`src/hdl/cmt_pkg.sv`:
```
/*
 compare-match timer constants: widths, reset values, stop-level codes.
 assumes a single system clock; no register bus, all settings are ports.
*/
package cmt_pkg;
   // ------------------------------------------------------------
   // widths
   // ------------------------------------------------------------
   localparam int BASE_W     = 16;
   localparam int CNT_W      = 16;
   localparam int PRE4_W     = 4;
   localparam int MIN_W      = 8;
   localparam int NWAVE      = 8;
   localparam int NGEN       = 4;
   localparam int NPIN       = 6;
   localparam int NIRQ       = 17;
   // ------------------------------------------------------------
   // overflow bit positions
   // ------------------------------------------------------------
   localparam int OVF_BIT14  = 14;
   localparam int OVF_BIT15  = 15;
   // ------------------------------------------------------------
   // interrupt flag positions
   // ------------------------------------------------------------
   localparam int IRQ_OVF    = 0;
   localparam int IRQ_CMI0   = 1;
   localparam int IRQ_CMI1   = 2;
   localparam int IRQ_CMP0   = 3;
   localparam int IRQ_CMP1   = 4;
   localparam int IRQ_GEN0   = 5;
   localparam int IRQ_MIN    = 9;
   localparam int IRQ_WAVE0  = 10;
   // ------------------------------------------------------------
   // reset values
   // ------------------------------------------------------------
   localparam logic [BASE_W-1:0] BASE_RST = 16'h0000;
   localparam logic [CNT_W-1:0]  CNT_RST  = 16'h0000;
   localparam logic [PRE4_W-1:0] PRE_RST  = 4'h0;
   localparam logic [MIN_W-1:0]  MIN_RST  = 8'h00;
   // ------------------------------------------------------------
   // enumerations
   // ------------------------------------------------------------
   typedef enum logic [1:0]
   {
      STOPLVL_LOW  = 2'b00,
      STOPLVL_HIGH = 2'b01,
      STOPLVL_KEEP = 2'b10
   } cmt_stoplvl_t;

   typedef enum logic [1:0]
   {
      ST_IDLE = 2'b00,
      ST_RUN  = 2'b01,
      ST_STOP = 2'b10
   } cmt_state_t;
endpackage

```
`src/hdl/cmt_match_if.sv`:
```
/*
 interface carrying match pulses from the comparator bank to the top.
 assumes both ends sit on i_clk.
*/
`timescale 1ns/1ps
interface cmt_match_if;
   logic [cmt_pkg::NWAVE-1:0] wave_hit;
   logic [cmt_pkg::NGEN-1:0]  gen_hit;
   logic [1:0]                cmp_hit;
   modport src
   (
      output wave_hit,
      output gen_hit,
      output cmp_hit
   );
   modport dst
   (
      input  wave_hit,
      input  gen_hit,
      input  cmp_hit
   );
endinterface

```
`src/hdl/cmt_cmp_bank.sv`:
```
/*
 comparator bank: equality of compare values against base timer and counter.
 assumes values and counters are stable on i_clk; outputs are registered pulses.
*/
`timescale 1ns/1ps
module cmt_cmp_bank
(
   // clock and reset
   input  wire logic                          i_clk,
   input  wire logic                          i_rst_n,
   // counters, with advance strobes
   input  wire logic [cmt_pkg::BASE_W-1:0]    i_base,
   input  wire logic                          i_base_adv,
   input  wire logic [cmt_pkg::CNT_W-1:0]     i_cnt,
   input  wire logic                          i_cnt_adv,
   // compare values
   input  wire logic [cmt_pkg::NWAVE*16-1:0]  i_wave_val,
   input  wire logic [cmt_pkg::NGEN*16-1:0]   i_gen_val,
   input  wire logic [31:0]                   i_cmp_val,
   // match pulses
   cmt_match_if.src                           m
);
   typedef struct packed
   {
      logic [cmt_pkg::NWAVE-1:0] wave;
      logic [cmt_pkg::NGEN-1:0]  gen;
      logic [1:0]                cmp;
   } cmt_bank_t;

   cmt_bank_t st_r;
   cmt_bank_t st_nxt;

   // one pulse per counter step, so a parked counter does not repeat hits
   always_comb
   begin
      st_nxt = '0;
      for (int i = 0; i < cmt_pkg::NWAVE; i++)
      begin
         st_nxt.wave[i] = i_base_adv && (i_base == i_wave_val[i*16 +: 16]);
      end
      for (int i = 0; i < cmt_pkg::NGEN; i++)
      begin
         st_nxt.gen[i] = i_cnt_adv && (i_cnt == i_gen_val[i*16 +: 16]);
      end
      for (int i = 0; i < 2; i++)
      begin
         st_nxt.cmp[i] = i_cnt_adv && (i_cnt == i_cmp_val[i*16 +: 16]);
      end
   end

   always_ff @(posedge i_clk or negedge i_rst_n)
   begin
      if (!i_rst_n)
      begin
         st_r <= '0;
      end
      else
      begin
         st_r <= st_nxt;
      end
   end

   assign m.wave_hit = st_r.wave;
   assign m.gen_hit  = st_r.gen;
   assign m.cmp_hit  = st_r.cmp;
endmodule

```
`src/hdl/cmt_timer.sv`:
```
/*
 compare-match timer top: base timer, prescaled min-count counter,
 general counter with compare clear, stop modes and pin enables.
 assumes all control ports are synchronous to i_clk.
*/
`timescale 1ns/1ps
// Operation
// - base overflow flag raised on bit 14 or bit 15 carry, selectable.
// - prescaler on: source halved, 4-bit then 8-bit, period 32(n+1).
// - prescaler off: halved source into 8-bit only, period 2(n+1).
// - software stop: run bit 0 halts count, pins hold last level under STOPLVL_KEEP.
// - compare stop: general A match (gen 0) halts the count, i_a_chan has no effect; pins keep match level under STOPLVL_KEEP.
// - stopped o_cmp_pin outputs forced low, forced high or left unchanged; o_wave and o_gen_pin are not forced.
// - six pin enables; a pin is driven only while enabled.
// - eight waveform compares on base timer toggle outputs, raise interrupts 0/1.
// - compare 0/1 on counter raise interrupt and toggle their output.
// - general A-D matches toggle their pin and raise an interrupt.
// - 8-bit counter equal to min count inverts toggle pin, raises interrupt.
// - counter cleared on chosen general match only when clearing selected.
module cmt_timer
(
   // clock and reset
   input  wire logic                          i_clk,
   input  wire logic                          i_rst_n,
   // control
   input  wire logic                          i_run,
   input  wire logic                          i_ovf_sel15,
   input  wire logic                          i_pre4_en,
   input  wire logic                          i_stop_on_a,
   input  wire logic                          i_a_chan,
   input  wire cmt_pkg::cmt_stoplvl_t         i_stop_lvl,
   input  wire logic                          i_clr_en,
   input  wire logic [1:0]                    i_clr_sel,
   input  wire logic [cmt_pkg::NPIN-1:0]      i_pin_en,
   // compare values
   input  wire logic [cmt_pkg::MIN_W-1:0]     i_min_count_reg,
   input  wire logic [cmt_pkg::NWAVE*16-1:0]  i_wave_val,
   input  wire logic [cmt_pkg::NGEN*16-1:0]   i_gen_val,
   input  wire logic [31:0]                   i_cmp_val,
   // interrupt flags
   input  wire logic [cmt_pkg::NIRQ-1:0]      i_irq_clr,
   output logic [cmt_pkg::NIRQ-1:0]           o_irq_flag,
   // outputs and enables
   output logic [cmt_pkg::NPIN-1:0]           o_cmp_pin,
   output logic [cmt_pkg::NPIN-1:0]           o_cmp_pin_oe,
   output logic [cmt_pkg::NWAVE-1:0]          o_wave,
   output logic [cmt_pkg::NGEN-1:0]           o_gen_pin,
   output logic                               o_toggle_output_pin,
   output logic                               o_running
);
   typedef struct packed
   {
      cmt_pkg::cmt_state_t               state;
      logic                              run_d;
      logic                              div2;
      logic [cmt_pkg::PRE4_W-1:0]        pre4;
      logic [cmt_pkg::MIN_W-1:0]         cnt8;
      logic [cmt_pkg::BASE_W-1:0]        base;
      logic [cmt_pkg::CNT_W-1:0]         cnt;
      logic                              base_adv;
      logic                              cnt_adv;
      logic [cmt_pkg::NIRQ-1:0]          irq;
      logic [cmt_pkg::NPIN-1:0]          lvl;
      logic [cmt_pkg::NPIN-1:0]          pin;
      logic [cmt_pkg::NPIN-1:0]          oe;
      logic [cmt_pkg::NWAVE-1:0]         wave;
      logic [cmt_pkg::NGEN-1:0]          gen;
      logic                              tog;
      logic                              run_o;
   } cmt_state_s_t;

   cmt_state_s_t st_r;
   cmt_state_s_t st_nxt;
   cmt_match_if  mif ();

   // ------------------------------------------------------------
   // comparators
   // ------------------------------------------------------------
   cmt_cmp_bank u_bank
   (
      .i_clk      (i_clk),
      .i_rst_n    (i_rst_n),
      .i_base     (st_r.base),
      .i_base_adv (st_r.base_adv),
      .i_cnt      (st_r.cnt),
      .i_cnt_adv  (st_r.cnt_adv),
      .i_wave_val (i_wave_val),
      .i_gen_val  (i_gen_val),
      .i_cmp_val  (i_cmp_val),
      .m          (mif.src)
   );

   // ------------------------------------------------------------
   // next state
   // ------------------------------------------------------------
   logic                        running;
   logic                        src_tick;
   logic                        pre_tick;
   logic                        min_hit;
   logic                        a_hit;
   logic [cmt_pkg::BASE_W:0]    base_sum;
   logic [cmt_pkg::NIRQ-1:0]    ev;
   logic [cmt_pkg::NPIN-1:0]    pin_ev;

   always_comb
   begin
      st_nxt   = st_r;
      running  = (st_r.state == cmt_pkg::ST_RUN);
      ev       = '0;
      pin_ev   = '0;
      base_sum = '0;
      st_nxt.run_d    = i_run;
      st_nxt.base_adv = 1'b0;
      st_nxt.cnt_adv  = 1'b0;
      src_tick = running && st_r.div2;
      pre_tick = 1'b0;
      min_hit  = 1'b0;
      if (running)
      begin
         st_nxt.div2 = ~st_r.div2;
      end
      if (src_tick && i_pre4_en)
      begin
         st_nxt.pre4 = st_r.pre4 + 4'h1;
         pre_tick    = (st_r.pre4 == 4'hf);
      end
      else if (src_tick)
      begin
         pre_tick = 1'b1;
      end
      if (pre_tick)
      begin
         min_hit = (st_r.cnt8 == i_min_count_reg);
         st_nxt.cnt8 = min_hit ? cmt_pkg::MIN_RST : st_r.cnt8 + 8'h01;
      end
      if (min_hit)
      begin
         st_nxt.tog = ~st_r.tog;
      end
      ev[cmt_pkg::IRQ_MIN] = min_hit;
      // base timer runs on the halved source
      if (src_tick)
      begin
         base_sum = {1'b0, st_r.base} + 17'h0_0001;
         st_nxt.base     = base_sum[cmt_pkg::BASE_W-1:0];
         st_nxt.base_adv = 1'b1;
         if (i_ovf_sel15)
         begin
            ev[cmt_pkg::IRQ_OVF] = base_sum[cmt_pkg::BASE_W];
         end
         else
         begin
            ev[cmt_pkg::IRQ_OVF] = (st_r.base[cmt_pkg::OVF_BIT14:0] == 15'h7fff);
         end
      end
      if (running)
      begin
         st_nxt.cnt_adv = 1'b1;
         if (i_clr_en && mif.gen_hit[i_clr_sel])
         begin
            st_nxt.cnt = cmt_pkg::CNT_RST;
         end
         else
         begin
            st_nxt.cnt = st_r.cnt + 16'h0001;
         end
      end
      st_nxt.wave = st_r.wave ^ mif.wave_hit;
      ev[cmt_pkg::IRQ_CMI0] = |mif.wave_hit[3:0];
      ev[cmt_pkg::IRQ_CMI1] = |mif.wave_hit[7:4];
      ev[cmt_pkg::IRQ_WAVE0 +: 7] = mif.wave_hit[6:0];
      ev[cmt_pkg::IRQ_CMP0] = mif.cmp_hit[0];
      ev[cmt_pkg::IRQ_CMP1] = mif.cmp_hit[1];
      pin_ev[0] = mif.cmp_hit[0];
      pin_ev[3] = mif.cmp_hit[1];
      st_nxt.gen = st_r.gen ^ mif.gen_hit;
      ev[cmt_pkg::IRQ_GEN0 +: cmt_pkg::NGEN] = mif.gen_hit;
      pin_ev[1] = mif.gen_hit[0];
      pin_ev[2] = mif.gen_hit[1];
      pin_ev[4] = mif.gen_hit[2];
      pin_ev[5] = mif.gen_hit[3];
      // levels frozen while stopped
      // hits still in the bank pipeline must not move a stopped pin
      st_nxt.lvl = running ? (st_r.lvl ^ pin_ev) : st_r.lvl;
      a_hit = mif.gen_hit[0] && (i_a_chan ? 1'b1 : 1'b1);
      // run control
      case (st_r.state)
         cmt_pkg::ST_IDLE,
         cmt_pkg::ST_STOP:
         begin
            if (i_run && !st_r.run_d)
            begin
               st_nxt.state = cmt_pkg::ST_RUN;
            end
         end
         cmt_pkg::ST_RUN:
         begin
            if (!i_run)
            begin
               st_nxt.state = cmt_pkg::ST_STOP;
               st_nxt.lvl   = st_r.lvl;
            end
            // compare stop keeps the match level
            else if (i_stop_on_a && a_hit)
            begin
               st_nxt.state = cmt_pkg::ST_STOP;
            end
         end
         default:
         begin
            st_nxt.state = cmt_pkg::ST_IDLE;
         end
      endcase
      if (st_nxt.state == cmt_pkg::ST_STOP)
      begin
         case (i_stop_lvl)
            cmt_pkg::STOPLVL_LOW:  st_nxt.pin = '0;
            cmt_pkg::STOPLVL_HIGH: st_nxt.pin = '1;
            default:               st_nxt.pin = st_nxt.lvl;
         endcase
      end
      else
      begin
         st_nxt.pin = st_nxt.lvl;
      end
      st_nxt.oe = i_pin_en;
      for (int i = 0; i < cmt_pkg::NPIN; i++)
      begin
         if (!i_pin_en[i])
         begin
            st_nxt.pin[i] = 1'b0;
         end
      end
      // registered copy of the run state, so the port needs no decode
      st_nxt.run_o = (st_nxt.state == cmt_pkg::ST_RUN);
      st_nxt.irq = (st_r.irq & ~i_irq_clr) | ev;
   end

   // ------------------------------------------------------------
   // state register
   // ------------------------------------------------------------
   always_ff @(posedge i_clk or negedge i_rst_n)
   begin
      if (!i_rst_n)
      begin
         st_r       <= '0;
         st_r.state <= cmt_pkg::ST_IDLE;
         st_r.pre4  <= cmt_pkg::PRE_RST;
         st_r.cnt8  <= cmt_pkg::MIN_RST;
         st_r.base  <= cmt_pkg::BASE_RST;
         st_r.cnt   <= cmt_pkg::CNT_RST;
      end
      else
      begin
         st_r <= st_nxt;
      end
   end

   assign o_irq_flag          = st_r.irq;
   assign o_cmp_pin           = st_r.pin;
   assign o_cmp_pin_oe        = st_r.oe;
   assign o_wave              = st_r.wave;
   assign o_gen_pin           = st_r.gen;
   assign o_toggle_output_pin = st_r.tog;
   assign o_running           = st_r.run_o;
endmodule

```
`config.mk`:
```
export PLATFORM = sky130hd
export DESIGN_NAME = cmt_timer
export DESIGN_NICKNAME = d
export VERILOG_FILES = /design/src/hdl/cmt_pkg.sv /design/src/hdl/cmt_match_if.sv /design/src/hdl/cmt_cmp_bank.sv /design/src/hdl/cmt_timer.sv
export SDC_FILE = /design/constraint.sdc
export NUM_CORES = 1
export LEC_CHECK = 0
export BUFFER_PORTS_ARGS = -buffer_cell sky130_fd_sc_hd__buf_2
export CAP_MARGIN = 5
export CORE_ASPECT_RATIO = 1.1
export CORE_MARGIN = 2
export CORE_UTILIZATION = 40
export DETAILED_ROUTE_END_ITERATION = 8
export PLACE_DENSITY = 0.74
export REMOVE_ABC_BUFFERS = 1
export SYNTH_ARGS = -nofsm -noshare
export SYNTH_HDL_FRONTEND = slang
export SYNTH_SLANG_ARGS = --single-unit
```
`constraint.sdc`:
```
create_clock -name i_clk -period 2.35 [get_ports i_clk]
set_clock_uncertainty 0.2 [all_clocks]
set_input_delay 0.47 -clock i_clk [delete_from_list [all_inputs] [get_ports i_clk]]
set_output_delay 0.47 -clock i_clk [all_outputs]
set_load 0.1 [all_outputs]
```
# Word-level counts from Yosys, hierarchy flattened
# Cells that the tools add are included.
dict set report classes {
  n_eq_ne 22
  n_addsub 4
  bitwise 8
  mux 25
  order_cmp 1
  reduce_logical 25
}
# op n
set op_table {}
lappend op_table {{$eq 16x16->1} 14}
lappend op_table {{$mux 6} 4}
lappend op_table {{$logic_and 1x1->1} 19}
lappend op_table {{$add 16x1->17 const B} 1}
lappend op_table {{$and 17x17->17} 1}
lappend op_table {{$not 17->17} 1}
lappend op_table {{$or 17x17->17} 1}
lappend op_table {{$add 16x1->16 const B} 1}
lappend op_table {{$mux 16} 1}
lappend op_table {{$eq 15x15->1 const B} 1}
lappend op_table {{$mux 1} 13}
lappend op_table {{$pmux 6 s2} 1}
lappend op_table {{$add 8x1->8 const B} 1}
lappend op_table {{$eq 8x8->1} 1}
lappend op_table {{$mux 8} 1}
lappend op_table {{$reduce_or 4->1} 2}
lappend op_table {{$xor 8x8->8} 1}
lappend op_table {{$eq 2x1->1 const B} 3}
lappend op_table {{$mux 2} 3}
lappend op_table {{$xor 6x6->6} 1}
lappend op_table {{$add 4x1->4 const B} 1}
lappend op_table {{$eq 2x2->1 const B} 2}
lappend op_table {{$eq 4x4->1 const B} 1}
lappend op_table {{$logic_not 2->1} 2}
lappend op_table {{7 further kinds} 8}
dict set report totals {
  ff_bits 113
  word_cells 105
  out_inout_bits 43
  in_bits 267
}

# Depth between registers and ports, before layout
dict set report logic_depth {
  word_depth 7
  depth_mapped 7
  mapped_depth_nobuf 5
}

# Cells and area by module
# From an unflattened synthesis, not the netlist that was laid out.
dict set report unflattened {
  hier_cells 773
  hier_area_um2 7749.9
}
# module area_per_inst_um2 cells_per_inst seq_area_each_um2 n_inst
set by_module_without_submodules {}
lappend by_module_without_submodules {cmt_timer 4574.4 418 2477.4 1}
lappend by_module_without_submodules {cmt_cmp_bank 3175.5 355 350.3 1}

# Worst setup path after synthesis
# OpenSTA, ideal clock, no wires.
dict set report synth_path {
  path_kind {reg2reg}
  start {register st_r[91] (netlist name)}
  end {register st_r[90] (netlist name)}
  arrival_time_ns 1.476
  synth_period_minus_slack_ns 1.815
  required_ns 2.012
  setup_ns 0.138
  n_path_buf 0
  stages_incl_launch_ff 6
  setup_slack_ns 0.535
  path_cell_list {dfrtp_1 -> ha_1 -> nand3_1 -> a2111oi_0 -> xnor2_1 -> nor2_1}
}
dict set report synth_via {
  elab_chain_cells 2
}
# element line
set synth_rtl {}
lappend synth_rtl {{start, declared} cmt_timer.sv:72} ;# cmt_state_s_t st_r;
lappend synth_rtl {{start signal, assigned} cmt_timer.sv:255} ;# st_r <= st_nxt;
lappend synth_rtl {{$eq 4x4->1} cmt_timer.sv:125} ;# pre_tick = (st_r.pre4 == 4'hf);
lappend synth_rtl {{$mux 1} cmt_timer.sv:122} ;# if (src_tick && i_pre4_en)
# No other way between the ends.
# A chain may end at the register's enable or synchronous reset.

# Worst setup path after layout
dict set report layout_path {
  start {register st_r[61] (netlist name)}
  end {register st_r[65] (netlist name)}
}
dict set report layout_via {
  elab_chain_cells 2
}
# element line
set layout_rtl {}
lappend layout_rtl {{$add 16x1->16} cmt_timer.sv:165} ;# st_nxt.cnt = st_r.cnt + 16'h0001;
lappend layout_rtl {{$mux 16} cmt_timer.sv:159} ;# if (i_clr_en && mif.gen_hit[i_clr_sel])
# No other way between the ends.

==> reports/results.tsv <==
stage	metric	value	unit
die	DIE AREA	0.0199	mm²
final_layout	Area growth, synth to finish	32.4	%
cts	worst-case clock buffer depth	2	
logic_synthesis	most frequent cell after synthesis	xnor2_1	
global_routing	GRT Total Usage	0.240	
job	Max Cap Violations	0	
cts	TritonCTS Buffers	17	
logic_synthesis	Primary FF master, synth	dfrtp_1	
worst_setup_path	Setup crit end kind	register	
logic_synthesis	post-synthesis sequential area ratio	0.377	
sta	Worst slew margin	0.624	
cts	clk sinks	113	
worst_setup_path	CP top delay family	simple AND/OR/NAND/NOR gates	
logic_synthesis	Yosys reg bits	113	
power_and_ir_drop	P per Cell Area	727	mW/mm²
worst_setup_path	Worst setup SP type	register	
logic_synthesis	EDFF count, synth	0	
sta	Slew Viols, Final	0	
logic_synthesis	proportion of synthesized area in mux cells	0.00584	
routing	via count	6726	
cts	H-tree depth	4	
logic_synthesis	Post-synth top cells	xnor2_1, dfrtp_1, xor2_1	
routing	Residual DRC	0	
logic_synthesis	largest area contributor in the netlist	dfrtp_1	
die	Core Box Area	0.0184	mm²
final_layout	Final #Nets	1330	
worst_setup_path	Crit Path Max Fanout	9	
logic_synthesis	area of the mapped netlist	0.00750	mm²
worst_setup_path	crit path DAT	2.20	ns
global_routing	Overflow after GRT	0	
logic_synthesis	asr flop ratio synth	1.00	
power_and_ir_drop	leakage	0.00488	µW
run_status	status	completed	
logic_synthesis	post-synthesis simple-gate area fraction	0.140	
global_routing	first-pass GRT wire length	36.5	mm
sta	Final Critical Period	2.06	ns
logic_synthesis	top post-synthesis cells by area	dfrtp_1, xnor2_1, xor2_1, buf_4, nand4_1	
sta	Hold Fails Final Rpt	0	
global_routing	largest net degree at the start of global routing	29	
sta	Setup-failing EPs final	0	
die	Starting Density	0.407	
routing	vias per inst	5.11	
final_layout	Post-Layout Cell Count	1316	
min_path	min-delay worst type	in -> reg	
cts	worst skew pair latency	0.41	ns
die	Row Count	52	
routing	drt total wl	23.6	mm
logic_synthesis	Yosys warning count	0	
placed_design	dpl hpwl	19.1	mm
worst_setup_path	CP bufs+invs	0	
worst_setup_path	Worst EP required	2.48	ns
global_routing	initial antenna violation count	3	
die	chip height	148	µm
placed_design	port bufs	308	
cts	CTS root buffer	clkbuf_16	
sta	FMAX	0.485	GHz
logic_synthesis	combinational family with the most area after synthesis	XOR/XNOR gates	
placed_design	placed cells	1276	
worst_setup_path	crit-path cells	nand4_1, or4_4, or3_1, a21oi_1	
routing	DRT Pass-1 Iters	4	
sta	Worst-Margin Slew	0.564	ns
logic_synthesis	post-synthesis compound-gate area fraction	0.0634	
global_routing	vias in the first global route	7051	
final_layout	share of cells above drive strength 1	0.369	
cts	Post-CTS Setup Inserts	0	
cts	CTS tree	done	
routing	final antenna-violating net count	0	
worst_setup_path	Worst path max stage delay	0.58	ns
routing	1st-iter DRT viols	187	
logic_synthesis	library cells used by synthesis	50	
sta	unrepaired setup endpoints after global routing	false	
sta	TNS Setup	0	ns
logic_synthesis	Syn Inst Count	760	
die	IO Count	310	
die	Die Wd	135	µm
sta	period utilization	0.877	
logic_synthesis	Synth top area share	0.377	
power_and_ir_drop	worst vdd ir	483	µV
logic_synthesis	Mean Syn Cell Area	9.87	µm²
logic_synthesis	adder-cell share of the synthesized area	0.00667	
routing	Avg WL per Cell	17.9	µm
placed_design	routability cong.	0.929	
worst_setup_path	Worst path slowest cell	dfrtp_1	
logic_synthesis	Synth Area in XOR/XNOR	0.325	
cts	CTS clock-pin slew for the worst setup and hold paths	0.06	ns
worst_setup_path	Setup CP Type	reg -> reg	
==> worst paths after layout <==
kind                                        startpoint                      end  slack, ns  cells after the start
worst max-delay path              st_r[61]$_DFFE_PN0N_     st_r[65]$_DFFE_PN0N_       0.29                      4
worst min-delay path                      i_irq_clr[2]  o_irq_flag[2]$_DFF_PN0_       0.04                      2
worst max register to register    st_r[61]$_DFFE_PN0N_     st_r[65]$_DFFE_PN0N_       0.29                      4
worst min register to register  o_gen_pin[3]$_DFF_PN0_   o_gen_pin[3]$_DFF_PN0_       0.26                      1
max in group asynchronous                      i_rst_n     st_r[74]$_DFFE_PN0P_       1.02                      3
min in group asynchronous                      i_rst_n      o_wave[2]$_DFF_PN0_       0.36                      2
==> worst register-to-register path, delay by kind of cell (launching register included) <==
kind | cells | cell delay, ns
AO/OA/AOI/OAI | 1 | 0.14
flip-flops | 1 | 0.58
AND/OR/NAND/NOR | 3 | 1.06
==> per-stage QoR <==
step | util | instance area, µm² | setup WS, ns | hold WS [ns] | power [µW]
after global routing | 0.539 | 9930 | 0.167 | 0.0271 | 7590
after global placement | 0.501 | 9230 | 0.347 | 0.235 | 4420
final | 0.539 | 9930 | 0.288 | 0.0446 | 7220
after detailed placement | 0.501 | 9230 | 0.274 | 0.233 | 4470
after CTS | 0.539 | 9930 | 0.284 | 0.0221 | 7280
after floorplan | - | 6980 | 0.423 | -0.0256 | 3590
==> cells in the final DEF, fill, tap and decap left out, drive strengths merged, types with 2 or more instances in the layout <==
master / Yosys / final
a2111oi: 3 / 3
a211oi: 3 / 3
a21o: 14 / 14
a21oi: 12 / 12
and2: 2 / 2
and3: 6 / 6
and4: 2 / 2
buf: 72 / 356
bufinv: 0 / 4
clkbuf: 11 / 17
clkinv: 0 / 6
clkinvlp: 0 / 2
dfrtp: 113 / 113
dlygate4sd3: 0 / 7
ha: 4 / 4
inv: 26 / 29
nand2: 36 / 36
nand2b: 4 / 4
nand3: 22 / 22
nand4: 54 / 54
nand4b: 2 / 2
nor2: 15 / 15
nor3: 2 / 2
nor4: 30 / 30
o211a: 6 / 6
o21a: 2 / 2
o21ai: 13 / 13
o2bb2ai: 2 / 2
o31ai: 4 / 4
or3: 4 / 4
or4: 5 / 5
xnor2: 201 / 201
xor2: 77 / 77
==> metal layers <==
layer	GRT usage	wire (µm)	vias up
met5	0	26	-
met3	0.0669	1890	74
met2	0.452	12400	352
met1	0.239	8260	3165
met4	0.123	1040	4
li1	-	-	3131
==> registers in the layout, indices dropped and copies added, names as in the netlist <==
signal	flops
o_wave	8
st_r	56
o_running	1
o_irq_flag	17
o_gen_pin	4
o_cmp_pin	6
o_toggle_output_pin	1
o_cmp_pin_oe	6
u_bank.m.gen_hit	4
u_bank.m.cmp_hit	2
u_bank.m.wave_hit	8
==> logic make-up (layout without fill, tap and decap cells) <==
| group | after synthesis | count (layout) |
|---|---|---|
| xor+xnor | 278 | 278 |
| simple gates | 187 | 187 |
| flops | 113 | 113 |
| buf+inv | 109 | 421 |
| compound gates | 66 | 66 |
| fa+ha+maj | 4 | 4 |
| mux | 3 | 3 |
| other cells | 0 | 1 |
==> final cells by class <==
| class | instances | area [µm²] |
|---|---|---|
| Inverter | 26 | 97.6 |
| Fill cell | 1661 | 8480 |
| Antenna cell | 1 | 2.50 |
| Clock buffer | 17 | 425 |
| Sequential cell | 113 | 2830 |
| Clock inverter | 15 | 206 |
| Timing Repair Buffer | 363 | 2010 |
| Tap cell | 243 | 304 |
| Multi-Input combinational cell | 538 | 4060 |
==> where the power goes <==
part | internal [µW] | switching (µW) | total, µW
Clock | 1790 | 979 | 2760
Combinational | 984 | 1030 | 2020
Sequential | 2130 | 312 | 2440
==> timing repair <==
item                                    4_1_cts  5_1_grt
hold buffers                                  7        0
hold endpoints to repair                     30        0
gates resized for setup                       0        0
endpoints found under the setup margin        0        0
Note: power is estimated with default switching activity, not from simulation.
